$ cat src/opa_pkg.sv
// Purpose: Shared constants and types for the optical presence acquisition
// Assumes: 250 MHz system clock, 32-bit Avalon-MM register slave
// Notes:   Byte offsets are word aligned; all registers are one word wide
package opa_pkg;

  // Register byte offsets
  localparam logic [7:0] OFS_INT_STATUS = 8'h00; // Sticky event flags
  localparam logic [7:0] OFS_INT_ENABLE = 8'h04; // Interrupt mask
  localparam logic [7:0] OFS_CONTROL    = 8'h08; // Measurement select
  localparam logic [7:0] OFS_LED_CFG    = 8'h0C; // Currents and pulse width
  localparam logic [7:0] OFS_RATE_CFG   = 8'h10; // Sample rate select
  localparam logic [7:0] OFS_THRESH     = 8'h14; // Presence threshold
  localparam logic [7:0] OFS_FIFO_DATA  = 8'h18; // Pops one sample on read
  localparam logic [7:0] OFS_FIFO_STAT  = 8'h1C; // Buffer level

  // Interrupt bit positions
  localparam int BIT_SAMPLE_RDY = 0;            // New sample stored
  localparam int BIT_PRESENCE   = 1;            // Object detected
  localparam int BIT_OVERFLOW   = 2;            // Sample lost, buffer full
  localparam int INT_BITS       = 3;            // Width of flag field

  // Control field: measurement selection
  localparam logic [1:0] MEAS_OFF   = 2'h0;     // No acquisition
  localparam logic [1:0] MEAS_HR    = 2'h1;     // Infrared only
  localparam logic [1:0] MEAS_SPO2  = 2'h2;     // Red and infrared

  // LED config field positions
  localparam int LED_IR_LSB    = 0;             // Infrared current code
  localparam int LED_RED_LSB   = 8;             // Red current code
  localparam int LED_PILOT_LSB = 16;            // Pilot current code
  localparam int LED_PW_LSB    = 24;            // Pulse width select

  // Sizes
  localparam int SAMPLE_BITS = 19;              // Converter resolution
  localparam int FIFO_DEPTH  = 32;              // Buffered samples
  localparam int PTR_BITS    = 5;               // log2 of depth

  // Current: code 0..250 maps 0..100 mA in 0.4 mA steps
  localparam logic [7:0] CURRENT_MAX_CODE = 8'hFA; // Saturation point

  // Pulse widths in microseconds and the derived cycle counts
  localparam int CLK_MHZ = 250;                 // System clock rate
  localparam int PW_US_0 = 50;                  // Shortest pulse
  localparam int PW_US_1 = 100;
  localparam int PW_US_2 = 200;
  localparam int PW_US_3 = 400;                 // Longest pulse
  localparam logic [16:0] PW_CYC_0 = 17'(PW_US_0 * CLK_MHZ);
  localparam logic [16:0] PW_CYC_1 = 17'(PW_US_1 * CLK_MHZ);
  localparam logic [16:0] PW_CYC_2 = 17'(PW_US_2 * CLK_MHZ);
  localparam logic [16:0] PW_CYC_3 = 17'(PW_US_3 * CLK_MHZ);

  // Sample rates in samples per second, 10 to 3200
  localparam int SPS_0 = 10;
  localparam int SPS_1 = 50;
  localparam int SPS_2 = 100;
  localparam int SPS_3 = 200;
  localparam int SPS_4 = 400;
  localparam int SPS_5 = 800;
  localparam int SPS_6 = 1600;
  localparam int SPS_7 = 3200;
  localparam int CLK_HZ = CLK_MHZ * 1000000;    // System clock in hertz

  // Reset values
  localparam logic [31:0] LED_CFG_RST = 32'h0000_0000; // LEDs off
  localparam logic [7:0]  THRESH_RST  = 8'h00;         // Threshold

  // Acquisition states
  typedef enum logic [1:0] {
    ST_IDLE     = 2'b00,                        // Nothing selected
    ST_PRESENCE = 2'b01,                        // Pilot infrared only
    ST_NORMAL   = 2'b10                         // Full measurement
  } opa_state_type;

  // LED drive bundle toward the analog front end
  typedef struct packed {
    logic       red_on;                         // Red LED pulse
    logic       ir_on;                          // Infrared LED pulse
    logic [7:0] red_current;                    // Red current code
    logic [7:0] ir_current;                     // Infrared current code
  } opa_led_type;

endpackage

$ cat src/opa_acquisition.sv
// Purpose: Presence detection, LED pulse timing, sample capture and buffer
// Assumes: Converter handshake arrives from another clock domain
// Notes:   One Avalon-MM slave, one open-drain interrupt pin
`timescale 1ns/1ps
`default_nettype none
module opa_acquisition
  import opa_pkg::*;
(
  input  wire logic        sys_clk,          // System clock, 250 MHz
  input  wire logic        rst_n,            // Synchronous reset, active low
  input  wire logic [7:0]  avs_address,      // Byte address
  input  wire logic        avs_read,         // Read request
  input  wire logic        avs_write,        // Write request
  input  wire logic [31:0] avs_writedata,    // Write data
  output logic      [31:0] avs_readdata,     // Read data
  output logic             avs_waitrequest,  // Stall request
  input  wire logic        adc_valid,        // Conversion done, async level
  input  wire logic [18:0] adc_count,        // Converter result
  output opa_led_type      led_drive,        // LED pulse and current
  output logic             adc_start,        // Start of conversion
  output logic             interrupt_out,    // Open-drain output level, 0
  output logic             interrupt_oe      // Drives pin low when high
);

  // Pulse width lookup, used by the pulse timer
  function automatic logic [16:0] pw_cycles(input logic [1:0] sel);
    unique case (sel)
      2'h0:    pw_cycles = PW_CYC_0;
      2'h1:    pw_cycles = PW_CYC_1;
      2'h2:    pw_cycles = PW_CYC_2;
      default: pw_cycles = PW_CYC_3;
    endcase
  endfunction

  // Sample period lookup in cycles
  function automatic logic [24:0] period_cycles(input logic [2:0] sel);
    unique case (sel)
      3'h0:    period_cycles = 25'(CLK_HZ / SPS_0);
      3'h1:    period_cycles = 25'(CLK_HZ / SPS_1);
      3'h2:    period_cycles = 25'(CLK_HZ / SPS_2);
      3'h3:    period_cycles = 25'(CLK_HZ / SPS_3);
      3'h4:    period_cycles = 25'(CLK_HZ / SPS_4);
      3'h5:    period_cycles = 25'(CLK_HZ / SPS_5);
      3'h6:    period_cycles = 25'(CLK_HZ / SPS_6);
      default: period_cycles = 25'(CLK_HZ / SPS_7);
    endcase
  endfunction

  // Clamp a current code to the 100 mA ceiling
  function automatic logic [7:0] clamp_cur(input logic [7:0] code);
    clamp_cur = (code > CURRENT_MAX_CODE) ? CURRENT_MAX_CODE : code;
  endfunction

  // Software registers
  logic [INT_BITS-1:0]    int_status;        // Sticky flags
  logic [INT_BITS-1:0]    int_enable;        // Mask, bit 1 enables presence
  logic [1:0]             meas_sel;          // Measurement selection
  logic [31:0]            led_cfg;           // Current and width fields
  logic [2:0]             rate_sel;          // Sample rate code
  logic [7:0]             thresh;            // Presence threshold
  opa_state_type          state;             // Acquisition state

  // Converter handshake synchroniser and edge
  logic                   valid_meta;        // First stage, read by sync only
  logic                   valid_sync;        // Second stage
  logic                   valid_prev;        // For edge detection
  logic [18:0]            count_hold;        // Sampled with the edge

  // Timing counters
  logic [24:0]            period_cnt;        // Sample period countdown
  logic [16:0]            pulse_cnt;         // LED on-time countdown
  logic                   red_phase;         // Alternates LEDs in SpO2

  // Sample buffer
  logic [SAMPLE_BITS-1:0] fifo_mem [FIFO_DEPTH]; // Sample store
  logic [PTR_BITS-1:0]    wr_ptr;            // Next write slot
  logic [PTR_BITS-1:0]    rd_ptr;            // Next read slot
  logic [PTR_BITS:0]      level;             // Samples held

  // Bus decode: one-cycle waitrequest gives a registered answer
  logic bus_req;
  logic bus_ack;
  logic wr_status, wr_enable, wr_control, wr_led, wr_rate, wr_thresh;
  logic rd_pop;
  assign bus_req    = avs_read | avs_write;
  assign bus_ack    = bus_req & ~avs_waitrequest;
  assign wr_status  = bus_ack & avs_write & (avs_address == OFS_INT_STATUS);
  assign wr_enable  = bus_ack & avs_write & (avs_address == OFS_INT_ENABLE);
  assign wr_control = bus_ack & avs_write & (avs_address == OFS_CONTROL);
  assign wr_led     = bus_ack & avs_write & (avs_address == OFS_LED_CFG);
  assign wr_rate    = bus_ack & avs_write & (avs_address == OFS_RATE_CFG);
  assign wr_thresh  = bus_ack & avs_write & (avs_address == OFS_THRESH);
  assign rd_pop     = bus_ack & avs_read & (avs_address == OFS_FIFO_DATA)
                      & (level != '0);

  // Presence enable and sample events
  logic presence_en;
  logic valid_edge;         // Rising edge of the synced valid level
  logic sample_evt;         // Edge one cycle late, count_hold now fresh
  logic detected;
  logic fifo_full;
  logic push;
  logic pulse_start;
  assign presence_en = int_enable[BIT_PRESENCE];
  assign valid_edge  = valid_sync & ~valid_prev;
  assign detected    = sample_evt & (state == ST_PRESENCE)
                       & (count_hold > {11'h000, thresh});
  assign fifo_full   = (level == 6'(FIFO_DEPTH));
  assign push        = sample_evt & (state == ST_NORMAL) & ~fifo_full;
  assign pulse_start = (state != ST_IDLE) & (period_cnt == '0);

  // Next acquisition state
  opa_state_type next_state;
  always_comb
  begin
    next_state = state;
    if (wr_control)
    begin
      if (avs_writedata[1:0] == MEAS_OFF)
        next_state = ST_IDLE;
      else if (presence_en)
        next_state = ST_PRESENCE;
      else
        next_state = ST_NORMAL;
    end
    else if (detected)
      next_state = ST_NORMAL;
  end

  // Next LED drive; presence mode uses pilot current on infrared only
  opa_led_type next_led;
  logic        pulse_on;
  assign pulse_on = (pulse_cnt != '0);
  always_comb
  begin
    next_led = '0;
    if (state == ST_PRESENCE)
    begin
      next_led.ir_on      = pulse_on;
      next_led.ir_current =
        clamp_cur(led_cfg[LED_PILOT_LSB +: 8]);
    end
    else if (state == ST_NORMAL)
    begin
      next_led.red_on      = pulse_on & red_phase;
      next_led.ir_on       = pulse_on & ~red_phase;
      next_led.red_current = clamp_cur(led_cfg[LED_RED_LSB +: 8]);
      next_led.ir_current  = clamp_cur(led_cfg[LED_IR_LSB +: 8]);
    end
  end

  // Read data mux
  logic [31:0] next_rdata;
  always_comb
  begin
    next_rdata = 32'h0000_0000;
    unique case (avs_address)
      OFS_INT_STATUS: next_rdata = {29'h0, int_status};
      OFS_INT_ENABLE: next_rdata = {29'h0, int_enable};
      OFS_CONTROL:    next_rdata = {28'h0, state, meas_sel};
      OFS_LED_CFG:    next_rdata = led_cfg;
      OFS_RATE_CFG:   next_rdata = {29'h0, rate_sel};
      OFS_THRESH:     next_rdata = {24'h0, thresh};
      OFS_FIFO_DATA:  next_rdata = {13'h0, fifo_mem[rd_ptr]};
      OFS_FIFO_STAT:  next_rdata = {26'h0, level};
      default:        next_rdata = 32'h0000_0000;               // Unmapped
    endcase
  end

  // Status flags: hardware set wins over write-one clear
  logic [INT_BITS-1:0] set_bits;
  logic [INT_BITS-1:0] clr_bits;
  assign set_bits = {sample_evt & (state == ST_NORMAL) & fifo_full,
                     detected, push};
  assign clr_bits = wr_status ? avs_writedata[INT_BITS-1:0] : '0;

  // Bus handshake: wait one cycle, then answer
  always_ff @(posedge sys_clk)
  begin
    if (!rst_n)
      avs_waitrequest <= 1'b1;
    else
      avs_waitrequest <= ~(bus_req & avs_waitrequest);
  end

  always_ff @(posedge sys_clk)
  begin
    if (!rst_n)
      avs_readdata <= 32'h0000_0000;
    else if (bus_req & avs_waitrequest)
      avs_readdata <= next_rdata;
  end

  // Configuration registers
  always_ff @(posedge sys_clk)
  begin
    if (!rst_n)
    begin
      int_enable <= '0;
      meas_sel   <= MEAS_OFF;
      led_cfg    <= LED_CFG_RST;
      rate_sel   <= 3'h0;
      thresh     <= THRESH_RST;
    end
    else
    begin
      if (wr_enable)  int_enable <= avs_writedata[INT_BITS-1:0];
      if (wr_control) meas_sel   <= avs_writedata[1:0];
      if (wr_led)     led_cfg    <= avs_writedata;
      if (wr_rate)    rate_sel   <= avs_writedata[2:0];
      if (wr_thresh)  thresh     <= avs_writedata[7:0];
    end
  end

  // Flags and state
  always_ff @(posedge sys_clk)
  begin
    if (!rst_n)
    begin
      int_status <= '0;
      state      <= ST_IDLE;
    end
    else
    begin
      int_status <= (int_status & ~clr_bits) | set_bits;
      state      <= next_state;
    end
  end

  // Converter handshake crossing
  always_ff @(posedge sys_clk)
  begin
    if (!rst_n)
    begin
      valid_meta <= 1'b0;
      valid_sync <= 1'b0;
      valid_prev <= 1'b0;
      sample_evt <= 1'b0;
      count_hold <= '0;
    end
    else
    begin
      valid_meta <= adc_valid;
      valid_sync <= valid_meta;
      valid_prev <= valid_sync;
      // Event lags the capture so detection and push see the new count
      sample_evt <= valid_edge;
      // Count has been stable a cycle by the synced edge; capture once
      if (valid_edge)
        count_hold <= adc_count;
    end
  end

  // Sample period and LED pulse timer
  always_ff @(posedge sys_clk)
  begin
    if (!rst_n || state == ST_IDLE)
    begin
      period_cnt <= '0;
      pulse_cnt  <= '0;
      red_phase  <= 1'b0;
      adc_start  <= 1'b0;
    end
    else
    begin
      adc_start <= pulse_start;
      if (pulse_start)
      begin
        period_cnt <= period_cycles(rate_sel) - 25'h1;
        pulse_cnt  <= pw_cycles(led_cfg[LED_PW_LSB +: 2]);
        red_phase  <= (meas_sel == MEAS_SPO2) & ~red_phase;
      end
      else
      begin
        period_cnt <= period_cnt - 25'h1;
        if (pulse_on)
          pulse_cnt <= pulse_cnt - 17'h1;
      end
    end
  end

  // Sample buffer; writes are dropped while full
  always_ff @(posedge sys_clk)
  begin
    if (push)
      fifo_mem[wr_ptr] <= count_hold;
  end

  always_ff @(posedge sys_clk)
  begin
    if (!rst_n || wr_control)
    begin
      wr_ptr <= '0;
      rd_ptr <= '0;
      level  <= '0;
    end
    else
    begin
      if (push)   wr_ptr <= wr_ptr + 5'h1;
      if (rd_pop) rd_ptr <= rd_ptr + 5'h1;
      level <= level + {5'h0, push} - {5'h0, rd_pop};
    end
  end

  // LED outputs and interrupt pin
  always_ff @(posedge sys_clk)
  begin
    if (!rst_n)
    begin
      led_drive     <= '0;
      interrupt_out <= 1'b0;
      interrupt_oe  <= 1'b0;
    end
    else
    begin
      led_drive     <= next_led;
      interrupt_out <= 1'b0;
      interrupt_oe  <= |(int_status & int_enable);
    end
  end

endmodule
`default_nettype wire

$ cat config.mk
export PLATFORM = sky130hd
export DESIGN_NAME = opa_acquisition
export DESIGN_NICKNAME = d
export VERILOG_FILES = /design/src/opa_pkg.sv /design/src/opa_acquisition.sv
export SDC_FILE = /design/constraint.sdc
export NUM_CORES = 1
export LEC_CHECK = 0
export BUFFER_PORTS_ARGS = -buffer_cell sky130_fd_sc_hd__buf_2
export CAP_MARGIN = 40
export CORE_ASPECT_RATIO = 0.8
export CORE_MARGIN = 5
export CORE_UTILIZATION = 60
export CTS_BUF_LIST = sky130_fd_sc_hd__clkbuf_2 sky130_fd_sc_hd__clkbuf_4 sky130_fd_sc_hd__clkbuf_8
export CTS_CLUSTER_DIAMETER = 40
export CTS_CLUSTER_SIZE = 30
export DETAILED_ROUTE_END_ITERATION = 12
export GPL_TIMING_DRIVEN = 0
export PLACE_DENSITY = 0.76
export SLEW_MARGIN = 30
export SYNTH_ARGS = -nofsm -noshare
export SYNTH_HDL_FRONTEND = slang
export SYNTH_SLANG_ARGS = --single-unit
export TNS_END_PERCENT = 10
$ cat constraint.sdc
create_clock -name sys_clk -period 4.6 [get_ports sys_clk]
set_clock_uncertainty 0.15 [all_clocks]
set_input_delay 0.92 -clock sys_clk [delete_from_list [all_inputs] [get_ports sys_clk]]
set_output_delay 0.92 -clock sys_clk [all_outputs]
set_load 0.01 [all_outputs]
Word level (Yosys, flattened, before mapping)
Memories as Yosys holds them, arrays and structs flattened. A register that Yosys moved wholly into a read port is not among the register bits.
Index checks and enable logic that the tools add are counted.

word-level totals
  register bits after elaboration = 188
  RAM bits = 608
  input port bits = 64
  memories = 1

operators by class
  $add $sub $neg = 7
  $lt $le $gt $ge = 4
  eq/ne operators = 19
  muxes and demuxes = 23
  bitwise logic cells = 34
  reduce and logical (&&, ||, !) cells = 17

memory list
  name      words  width  read ports  clocked after Yosys merged registers in  write ports  RTL line               text
  fifo_mem  32     19     1           1                                        1            opa_acquisition.sv:75  logic [SAMPLE_BITS-1:0] fifo_mem [FIFO_DEPTH];

operators with widths
  kind                                                   number
  case mux 32 bit (8 select lines)                       1
  case mux 25 bit (7 select lines)                       1
  2-to-1 mux 25 bit                                      3
  2-to-1 mux 17 bit                                      3
  case mux 17 bit (3 select lines)                       1
  subtractor 25 x 1 -> 25 bit (second input constant)    2
  equality test 8 x 5 -> 1 bit (second input constant)   4
  2-to-1 mux 8 bit                                       4
  logical NOT 25 bit                                     1
  greater-than comparator 8 bit (second input constant)  3
  bitwise AND 1 bit                                      22
  greater-than comparator 19 x 8 -> 1 bit                1
  nonzero test 17 bit                                    1
  subtractor 17 x 1 -> 17 bit (second input constant)    1
  equality test 8 x 4 -> 1 bit (second input constant)   2
  adder 5 x 1 -> 5 bit (second input constant)           2
  2-to-1 mux 5 bit                                       2
  equality test 3 bit (second input constant)            3
  equality test 8 x 3 -> 1 bit (second input constant)   1
  logical NOT 8 bit                                      1
  2-to-1 mux 2 bit                                       4
  inverter 1 bit                                         7
  adder 6 x 1 -> 6 bit                                   1
  bitwise AND 3 bit                                      2
  19 further kinds                                       31

Depth between registers and ports, before layout
Gate-level depths: netlist (run 1).

  depth in word-level cells = 8
  mapped depth = 16
  mapped depth without buffers = 16

Worst setup path after synthesis (run 1)
OpenSTA, ideal clock, no wires.

  path type = input to register
  start = in avs_address[1]
  end = reg level[4]
  setup time = 128 ps
  arrival time = 3394 ps
  required time = 4322 ps
  path slack = 929 ps
  stages on the path = 16
  cell sequence = nor4_2 nand2_1 or3_1 clkbuf_1 nor3_1 ha_1 inv_1 ha_1 inv_1 fa_1 inv_1 a21oi_1 nor2_1 nor2_1 xor2_1 nor2_1

on the way
  word-level cells in the longest chain between the ends = 4

RTL lines
  what                          RTL line                text
  start, declared               opa_acquisition.sv:11   input wire logic [7:0] avs_address,
  equality test 8 x 5 -> 1 bit  opa_acquisition.sv:93   assign rd_pop = bus_ack & avs_read & (avs_address == OFS_FIFO_DATA)
  bitwise AND 1 bit             opa_acquisition.sv:93
  bitwise AND 1 bit             opa_acquisition.sv:94   & (level != '0);
  named net rd_pop              opa_acquisition.sv:84   logic rd_pop;
  subtractor 6 x 1 -> 6 bit     opa_acquisition.sv:301  level <= level + {5'h0, push} - {5'h0, rd_pop};
  end signal, assigned          opa_acquisition.sv:301
  end, declared                 opa_acquisition.sv:78   logic [PTR_BITS:0] level;

The timed path passes the listed nets, and every way through them passes these cells.
A chain may end at the register's enable or synchronous reset.

Worst setup path after layout (run 1)
  start = reg state[0]
  end = reg period_cnt[18]

on the way
  word-level cells in the longest chain between the ends = 3

RTL lines
  what                    RTL line                text
  start, declared         opa_acquisition.sv:61   opa_state_type state;
  start signal, assigned  opa_acquisition.sv:226  state <= next_state;
  nonzero test 2 bit      opa_acquisition.sv:110  assign pulse_start = (state != ST_IDLE) & (period_cnt == '0);
  bitwise AND 1 bit       opa_acquisition.sv:110
  2-to-1 mux 25 bit       opa_acquisition.sv:267  if (pulse_start)
  end signal, assigned    opa_acquisition.sv:269  period_cnt <= period_cycles(rate_sel) - 25'h1;
  end signal, assigned    opa_acquisition.sv:275  period_cnt <= period_cnt - 25'h1;
  end, declared           opa_acquisition.sv:70   logic [24:0] period_cnt;

Several ways; a longest one is shown, not always the timed one.

==> flow_metrics.env, run 1 <==
export IMPL_area_delta_synth_final_pct=13.1
export IMPL_synth_top_area_cell="edfxtp_1"
export IMPL_die_area_mm2=0.0582
export IMPL_synth_top_area_share=0.570
export IMPL_first_global_vias=19200
export IMPL_min_to="valid_meta"
export IMPL_antenna_found_initial=1
export IMPL_drtIter0Drc=2791
export IMPL_synth_edff_count=608
export IMPL_rows=75
export IMPL_die_h_um=217
export IMPL_hold_buffers=0
export IMPL_clk_latency_ns=0.71
export IMPL_cts_max_level=3
export IMPL_place_gp_congestion=0.911
export IMPL_drc=0
export IMPL_gr_total_overflow=0
export IMPL_dp_hpwl_um=57500
export IMPL_ys_ff_latch=801
export IMPL_ys_seq_area_frac=0.690
export IMPL_hold_depth=2
export IMPL_min_path_type="primary input to flip-flop"
export IMPL_hp_start="adc_valid"
export IMPL_r2r_end="period_cnt[18]"
export IMPL_relSlewSlack=0.396
export IMPL_finalWorstSetupSlack_ns=0.514
export IMPL_avgSynthCellArea_um2=15.6
export IMPL_r2r_cells=15
export IMPL_finalWirelength_um=82200
export IMPL_start_util=0.609
export IMPL_nets=2380
export IMPL_critPathMaxFanout=10
export IMPL_drv_cap=0
export IMPL_layout_drive_gt1_share=0.232
export IMPL_synth_async_reset_ratio=0
export IMPL_p_total_mw=12.8
export IMPL_rrSetupSlack_ns=0.51
export IMPL_grt_setup_unrepaired="false"
export IMPL_place_area_mm2=0.0344
export IMPL_clock_sinks=801
export IMPL_outcome="finished, final reports clean"
export IMPL_via_per_inst=6.50
export IMPL_core_mm2=0.0526
export IMPL_p_leak_nw=11.9
export IMPL_final_antenna_net_count=0
export IMPL_nFillCells=3396
export IMPL_final_area_mm2=0.0363
export IMPL_drt_pass1_iterations=6
export IMPL_grt_first_pass_wirelength_um=121000
export IMPL_vdd_drop_max_mv=0.303
export IMPL_cts_tree="built"
export IMPL_worst_pin_slew_ns=0.900
export IMPL_diodes=0
export IMPL_cts_max_path_buffers=3
export IMPL_required_ns=5.05
export IMPL_worstSetupEndpointType="flip-flop"
export IMPL_finalHoldViolCount=0
export IMPL_synthFlopType="edfxtp_1"
export IMPL_synth_area_leaders="edfxtp_1, dfxtp_1, mux4_2"
export IMPL_syn_nets=2154
export IMPL_period_needed_ns=4.09
export IMPL_ios=118
export IMPL_wl_per_cell_um=27.0
export IMPL_via_count=19800
export IMPL_yosysWarningCount=0
export IMPL_fp_dieW_um=268
export IMPL_clk_pin_slew_ns=0.11
export IMPL_fmax_mhz=245
export IMPL_critPathKind="flip-flop to flip-flop"
export IMPL_cts_setup_buffers=0
export IMPL_powerDensity_mw_per_mm2=352
export IMPL_r2r_start="state[0]"
export IMPL_synth_cell_types=69
export IMPL_pre_cts_ws_ns=0.135
export IMPL_period_share=0.888
export IMPL_cts_resized_gates=0
export IMPL_grt_max_degree=37
export IMPL_critPathLaunchType="flip-flop"
export IMPL_gr_usage_all_layers=0.281
export IMPL_finalNonFillerCells=3041
export IMPL_setup_viol=0
export IMPL_slew_violations=0
export IMPL_placed_cells=2894
export IMPL_cts_root_buf="clkbuf_8"
export IMPL_port_buffers=113
export IMPL_syn_cell_area_mm2=0.0321
export IMPL_cts_made_buffers=75
export IMPL_synthCells=2060
export IMPL_worst_ep_arrival_time_ns=4.54
worst max path at each step:
stage / startpoint / to / depth (start not counted)
2_1_floorplan: avs_address[1] / level[4] / 16
3_3_place_gp: state[1] / fifo_mem[11][15] / 5
3_5_place_dp: avs_address[1] / level[5] / 15
4_1_cts: state[0] / period_cnt[18] / 15
5_1_grt: state[0] / period_cnt[18] / 15
6_report: state[0] / period_cnt[18] / 15
state kept, by name, indices dropped and copies added (netlist names), 6 cells and up, named ones only:
signal and cells:
avs_readdata 32, count_hold 19, fifo_mem 608, led_cfg 32
led_drive 18, level 6, period_cnt 25, pulse_cnt 17
thresh 8
logic make-up after synthesis:
logic type	after synthesis	synth area share
mux	211	0.125
flops	801	0.690
xor+xnor	35	0.00956
compound gates	288	0.0616
fa+ha+maj	30	0.0119
buf+inv	158	0.0208
other cells	1	0.000117
simple gates	536	0.0806
cells in the final DEF, fill, tap and decap left out, types with 10 or more instances in the layout:
cell and count:
o22ai_1 33, nand4_1 10, a22oi_1 18, nor3_1 24, nand2_1 212, nor2b_1 29
dfxtp_2 18, o21ai_0 21, buf_8 11, mux4_2 152, nor4_1 15, nand3_1 47
and3_1 13, xnor2_1 12, a21boi_1 20, buf_2 136, a31oi_1 11, and2_1 15
clkbuf_1 73, edfxtp_1 608, a21boi_0 49, or3_1 10, xor2_1 23, buf_1 15
inv_1 38, clkbuf_8 82, nor2_4 32, a211oi_1 41, a21oi_1 46, dfxtp_1 175
nor2_1 78, ha_1 29, mux2i_1 57, buf_16 17
synth_stat cells (all sizes together), types with 11 or more instances:
| master | count |
|---|---|
| buf | 46 |
| a22oi | 18 |
| nor3 | 28 |
| dfxtp | 193 |
| and2 | 15 |
| edfxtp | 608 |
| nor4 | 21 |
| a31oi | 11 |
| nor2b | 29 |
| a211oi | 42 |
| xor2 | 23 |
| nor2 | 110 |
| mux4 | 152 |
| clkbuf | 74 |
| and3 | 13 |
| nand3 | 47 |
| nand2 | 212 |
| ha | 29 |
| inv | 38 |
| o21ai | 26 |
| o22ai | 33 |
| mux2i | 57 |
| a21boi | 69 |
| a21oi | 47 |
| xnor2 | 12 |
per-layer routing:
layer / part of all wire / track usage
met1: 0.41 / 0.439
met2: 0.44 / 0.407
met3: 0.12 / 0.0732
met4: 0.023 / 0.0644
met5: 0 / 0
where the power goes:
part / leakage, nW / switching, mW / total [mW] / internal [mW]
clock network: 0.879 / 2.70 / 4.82 / 2.11
registers: 7.18 / 0.0599 / 7.79 / 7.73
logic: 3.83 / 0.101 / 0.157 / 0.0558
total: 11.9 / 2.86 / 12.8 / 9.90
through the flow:
stage | setup TNS [ns] | hold WS (ns) | util
finish | 0 | 0.292 | 0.689
global route | 0 | 0.263 | 0.689
CTS | 0 | 0.245 | 0.686
detailed placement | 0 | 0.296 | 0.653
global placement | -7.87 | 0.270 | 0.636
floorplan | 0 | 0.256 | -
critical path, cell delays in order (launching register included):
cell	delay, ns
dfxtp_1	0.32
clkbuf_1	0.24
o21bai_1	0.41
nor4_2	0.10
and3_1	0.19
buf_2	0.17
buf_4	0.19
buf_4	0.19
a31oi_1	0.21
ha_1	0.27
nor4b_2	0.42
nand2_1	0.20
a211oi_2	0.35
nor3b_2	0.28
a211oi_1	0.08
a211oi_1	0.23
area by class of cell:
type                    count  area (um2)  area share
well taps                 693         867      0.0239
inverters                  38         143     0.00393
clock inverters            53         614      0.0169
clock buffers              86        1140      0.0314
flip-flops and latches    801       22100       0.611
repair buffers            149        1290      0.0357
plain buffers             120         527      0.0145
multi-input cells        1101        9520       0.263
Power figures use the tool's default switching activity.
==> run 2: changes to the inputs <==
Clock period 4.6 ns to 5.3 ns, I/O delays scaled along.
==> flow_metrics.env, run 2 (same netlist as run 1, synthesis figures left out) <==
export IMPL_cts_max_path_buffers=3
export IMPL_drt_pass1_iterations=6
export IMPL_critPathKind="flip-flop to flip-flop"
export IMPL_via_per_inst=6.46
export IMPL_largest_reg_flops=608
export IMPL_period_share=0.834
export IMPL_dp_hpwl_um=57500
export IMPL_grt_setup_unrepaired="false"
export IMPL_core_mm2=0.0526
export IMPL_cts_setup_buffers=0
export IMPL_setup_viol=0
export IMPL_die_h_um=217
export IMPL_area_delta_synth_final_pct=13.1
export IMPL_rows=75
export IMPL_worst_ep_arrival_time_ns=4.87
export IMPL_crit_path_top_delay_cell="nor4b_1"
export IMPL_period_needed_ns=4.42
export IMPL_fin_setup_tns_ns=0
export IMPL_clock_sinks=801
export IMPL_gr_total_overflow=0
export IMPL_relSlewSlack=0.381
export IMPL_outcome="finished, final reports clean"
export IMPL_finalHoldViolCount=0
export IMPL_p_total_mw=11.1
export IMPL_vdd_drop_max_mv=0.263
export IMPL_final_common_cell="edfxtp_1"
export IMPL_cts_tree="built"
export IMPL_via_count=19700
export IMPL_cts_made_buffers=75
export IMPL_path_buf_inv=4
export IMPL_finalWirelength_um=82100
export IMPL_crit_chain="clkbuf_1, o21bai_1, nor4_2, and3_1, buf_2, buf_4, buf_4, a31oi_1, ha_1, nor4b_1, nand2_1, a211oi_2, nor3b_2, a211oi_1, a211oi_1"
export IMPL_ios=118
export IMPL_critPathLaunchType="flip-flop"
export IMPL_critPathMaxFanout=10
export IMPL_cts_resized_gates=0
export IMPL_worstSetupEndpointType="flip-flop"
export IMPL_cpPeakStageDelay_ns=0.70
export IMPL_required_ns=5.75
export IMPL_drv_cap=0
export IMPL_place_gp_congestion=0.911
export IMPL_final_antenna_net_count=0
export IMPL_nets=2380
export IMPL_final_cell_mix="edfxtp_1, nand2_1, dfxtp_1"
export IMPL_powerDensity_mw_per_mm2=306
export IMPL_grt_max_degree=37
export IMPL_top_register="fifo_mem"
export IMPL_diodes=0
export IMPL_cts_root_buf="clkbuf_8"
export IMPL_fmax_mhz=226
export IMPL_clk_pin_slew_ns=0.10
export IMPL_gr_usage_all_layers=0.281
export IMPL_die_area_mm2=0.0582
export IMPL_first_global_vias=19200
export IMPL_drc=0
export IMPL_worst_pin_slew_ns=0.924
export IMPL_rrSetupSlack_ns=0.88
export IMPL_min_path_type="flip-flop to flip-flop"
export IMPL_reg_top3="fifo_mem (608), avs_readdata (32), led_cfg (32)"
export IMPL_grt_first_pass_wirelength_um=121000
export IMPL_slew_violations=0
export IMPL_hold_buffers=0
export IMPL_place_area_mm2=0.0344
export IMPL_p_leak_nw=11.9
export IMPL_drtIter0Drc=2845
export IMPL_clk_latency_ns=0.70
export IMPL_wl_per_cell_um=27.0
export IMPL_port_buffers=113
export IMPL_cpLargestDelayFamily="simple AND/OR/NAND/NOR gates"
export IMPL_antenna_found_initial=1
export IMPL_start_util=0.609
export IMPL_final_area_mm2=0.0362
export IMPL_layout_drive_gt1_share=0.231
export IMPL_fp_dieW_um=268
export IMPL_cts_max_level=3
## run 2: worst reg2reg max path: cells and delay by family, from the launching register on
family / cells / cell delay, ns
compound gates: 5 / 1.31
flops: 1 / 0.32
fa+ha+maj: 1 / 0.24
buf+inv: 4 / 0.79
simple gates: 5 / 1.52
## run 2: through the flow
step | cells | hold slack [ns] | utilization | setup WS, ns
final | 3041 | 0.309 | 0.688 | 0.882
after global routing | 3041 | 0.319 | 0.688 | 0.622
after CTS | 3033 | 0.311 | 0.686 | 1.07
after detailed placement | 2894 | 0.296 | 0.653 | 0.695
after global placement | 2866 | 0.270 | 0.636 | 0.566
after floorplan | 2060 | 0.256 | - | 1.49
## run 2: where the power goes
part	internal, mW	switching (mW)	leakage, nW
clock	1.83	2.35	0.879
combinational	0.0484	0.0877	3.82
sequential	6.71	0.0520	7.18
total	8.59	2.49	11.9
## run 2: area by class of cell
type | instances | area, um2
Buffer | 120 | 527
Clock buffer | 86 | 1140
Clock inverter | 53 | 614
Fill cell | 3396 | 16400
Inverter | 38 | 143
Multi-Input combinational cell | 1101 | 9520
Sequential cell | 801 | 22100
Tap cell | 693 | 867
Timing Repair Buffer | 149 | 1290
## run 2: path summary, 6_finish.rpt
path,to,cells past startpoint,start
worst max-delay path,period_cnt[18],15,state[0]
worst min-delay path,led_cfg[29],2,led_cfg[29]
worst max register to register,period_cnt[18],15,state[0]
worst min register to register,led_cfg[29],2,led_cfg[29]
## run 2: metal layers
metal | GRT usage | share of wire | vias up
met5 | 0 | 0 | -
met4 | 0.0644 | 0.022 | 0
met3 | 0.0732 | 0.13 | 143
met2 | 0.407 | 0.44 | 1246
met1 | 0.439 | 0.41 | 9873
li1 | - | - | 8395
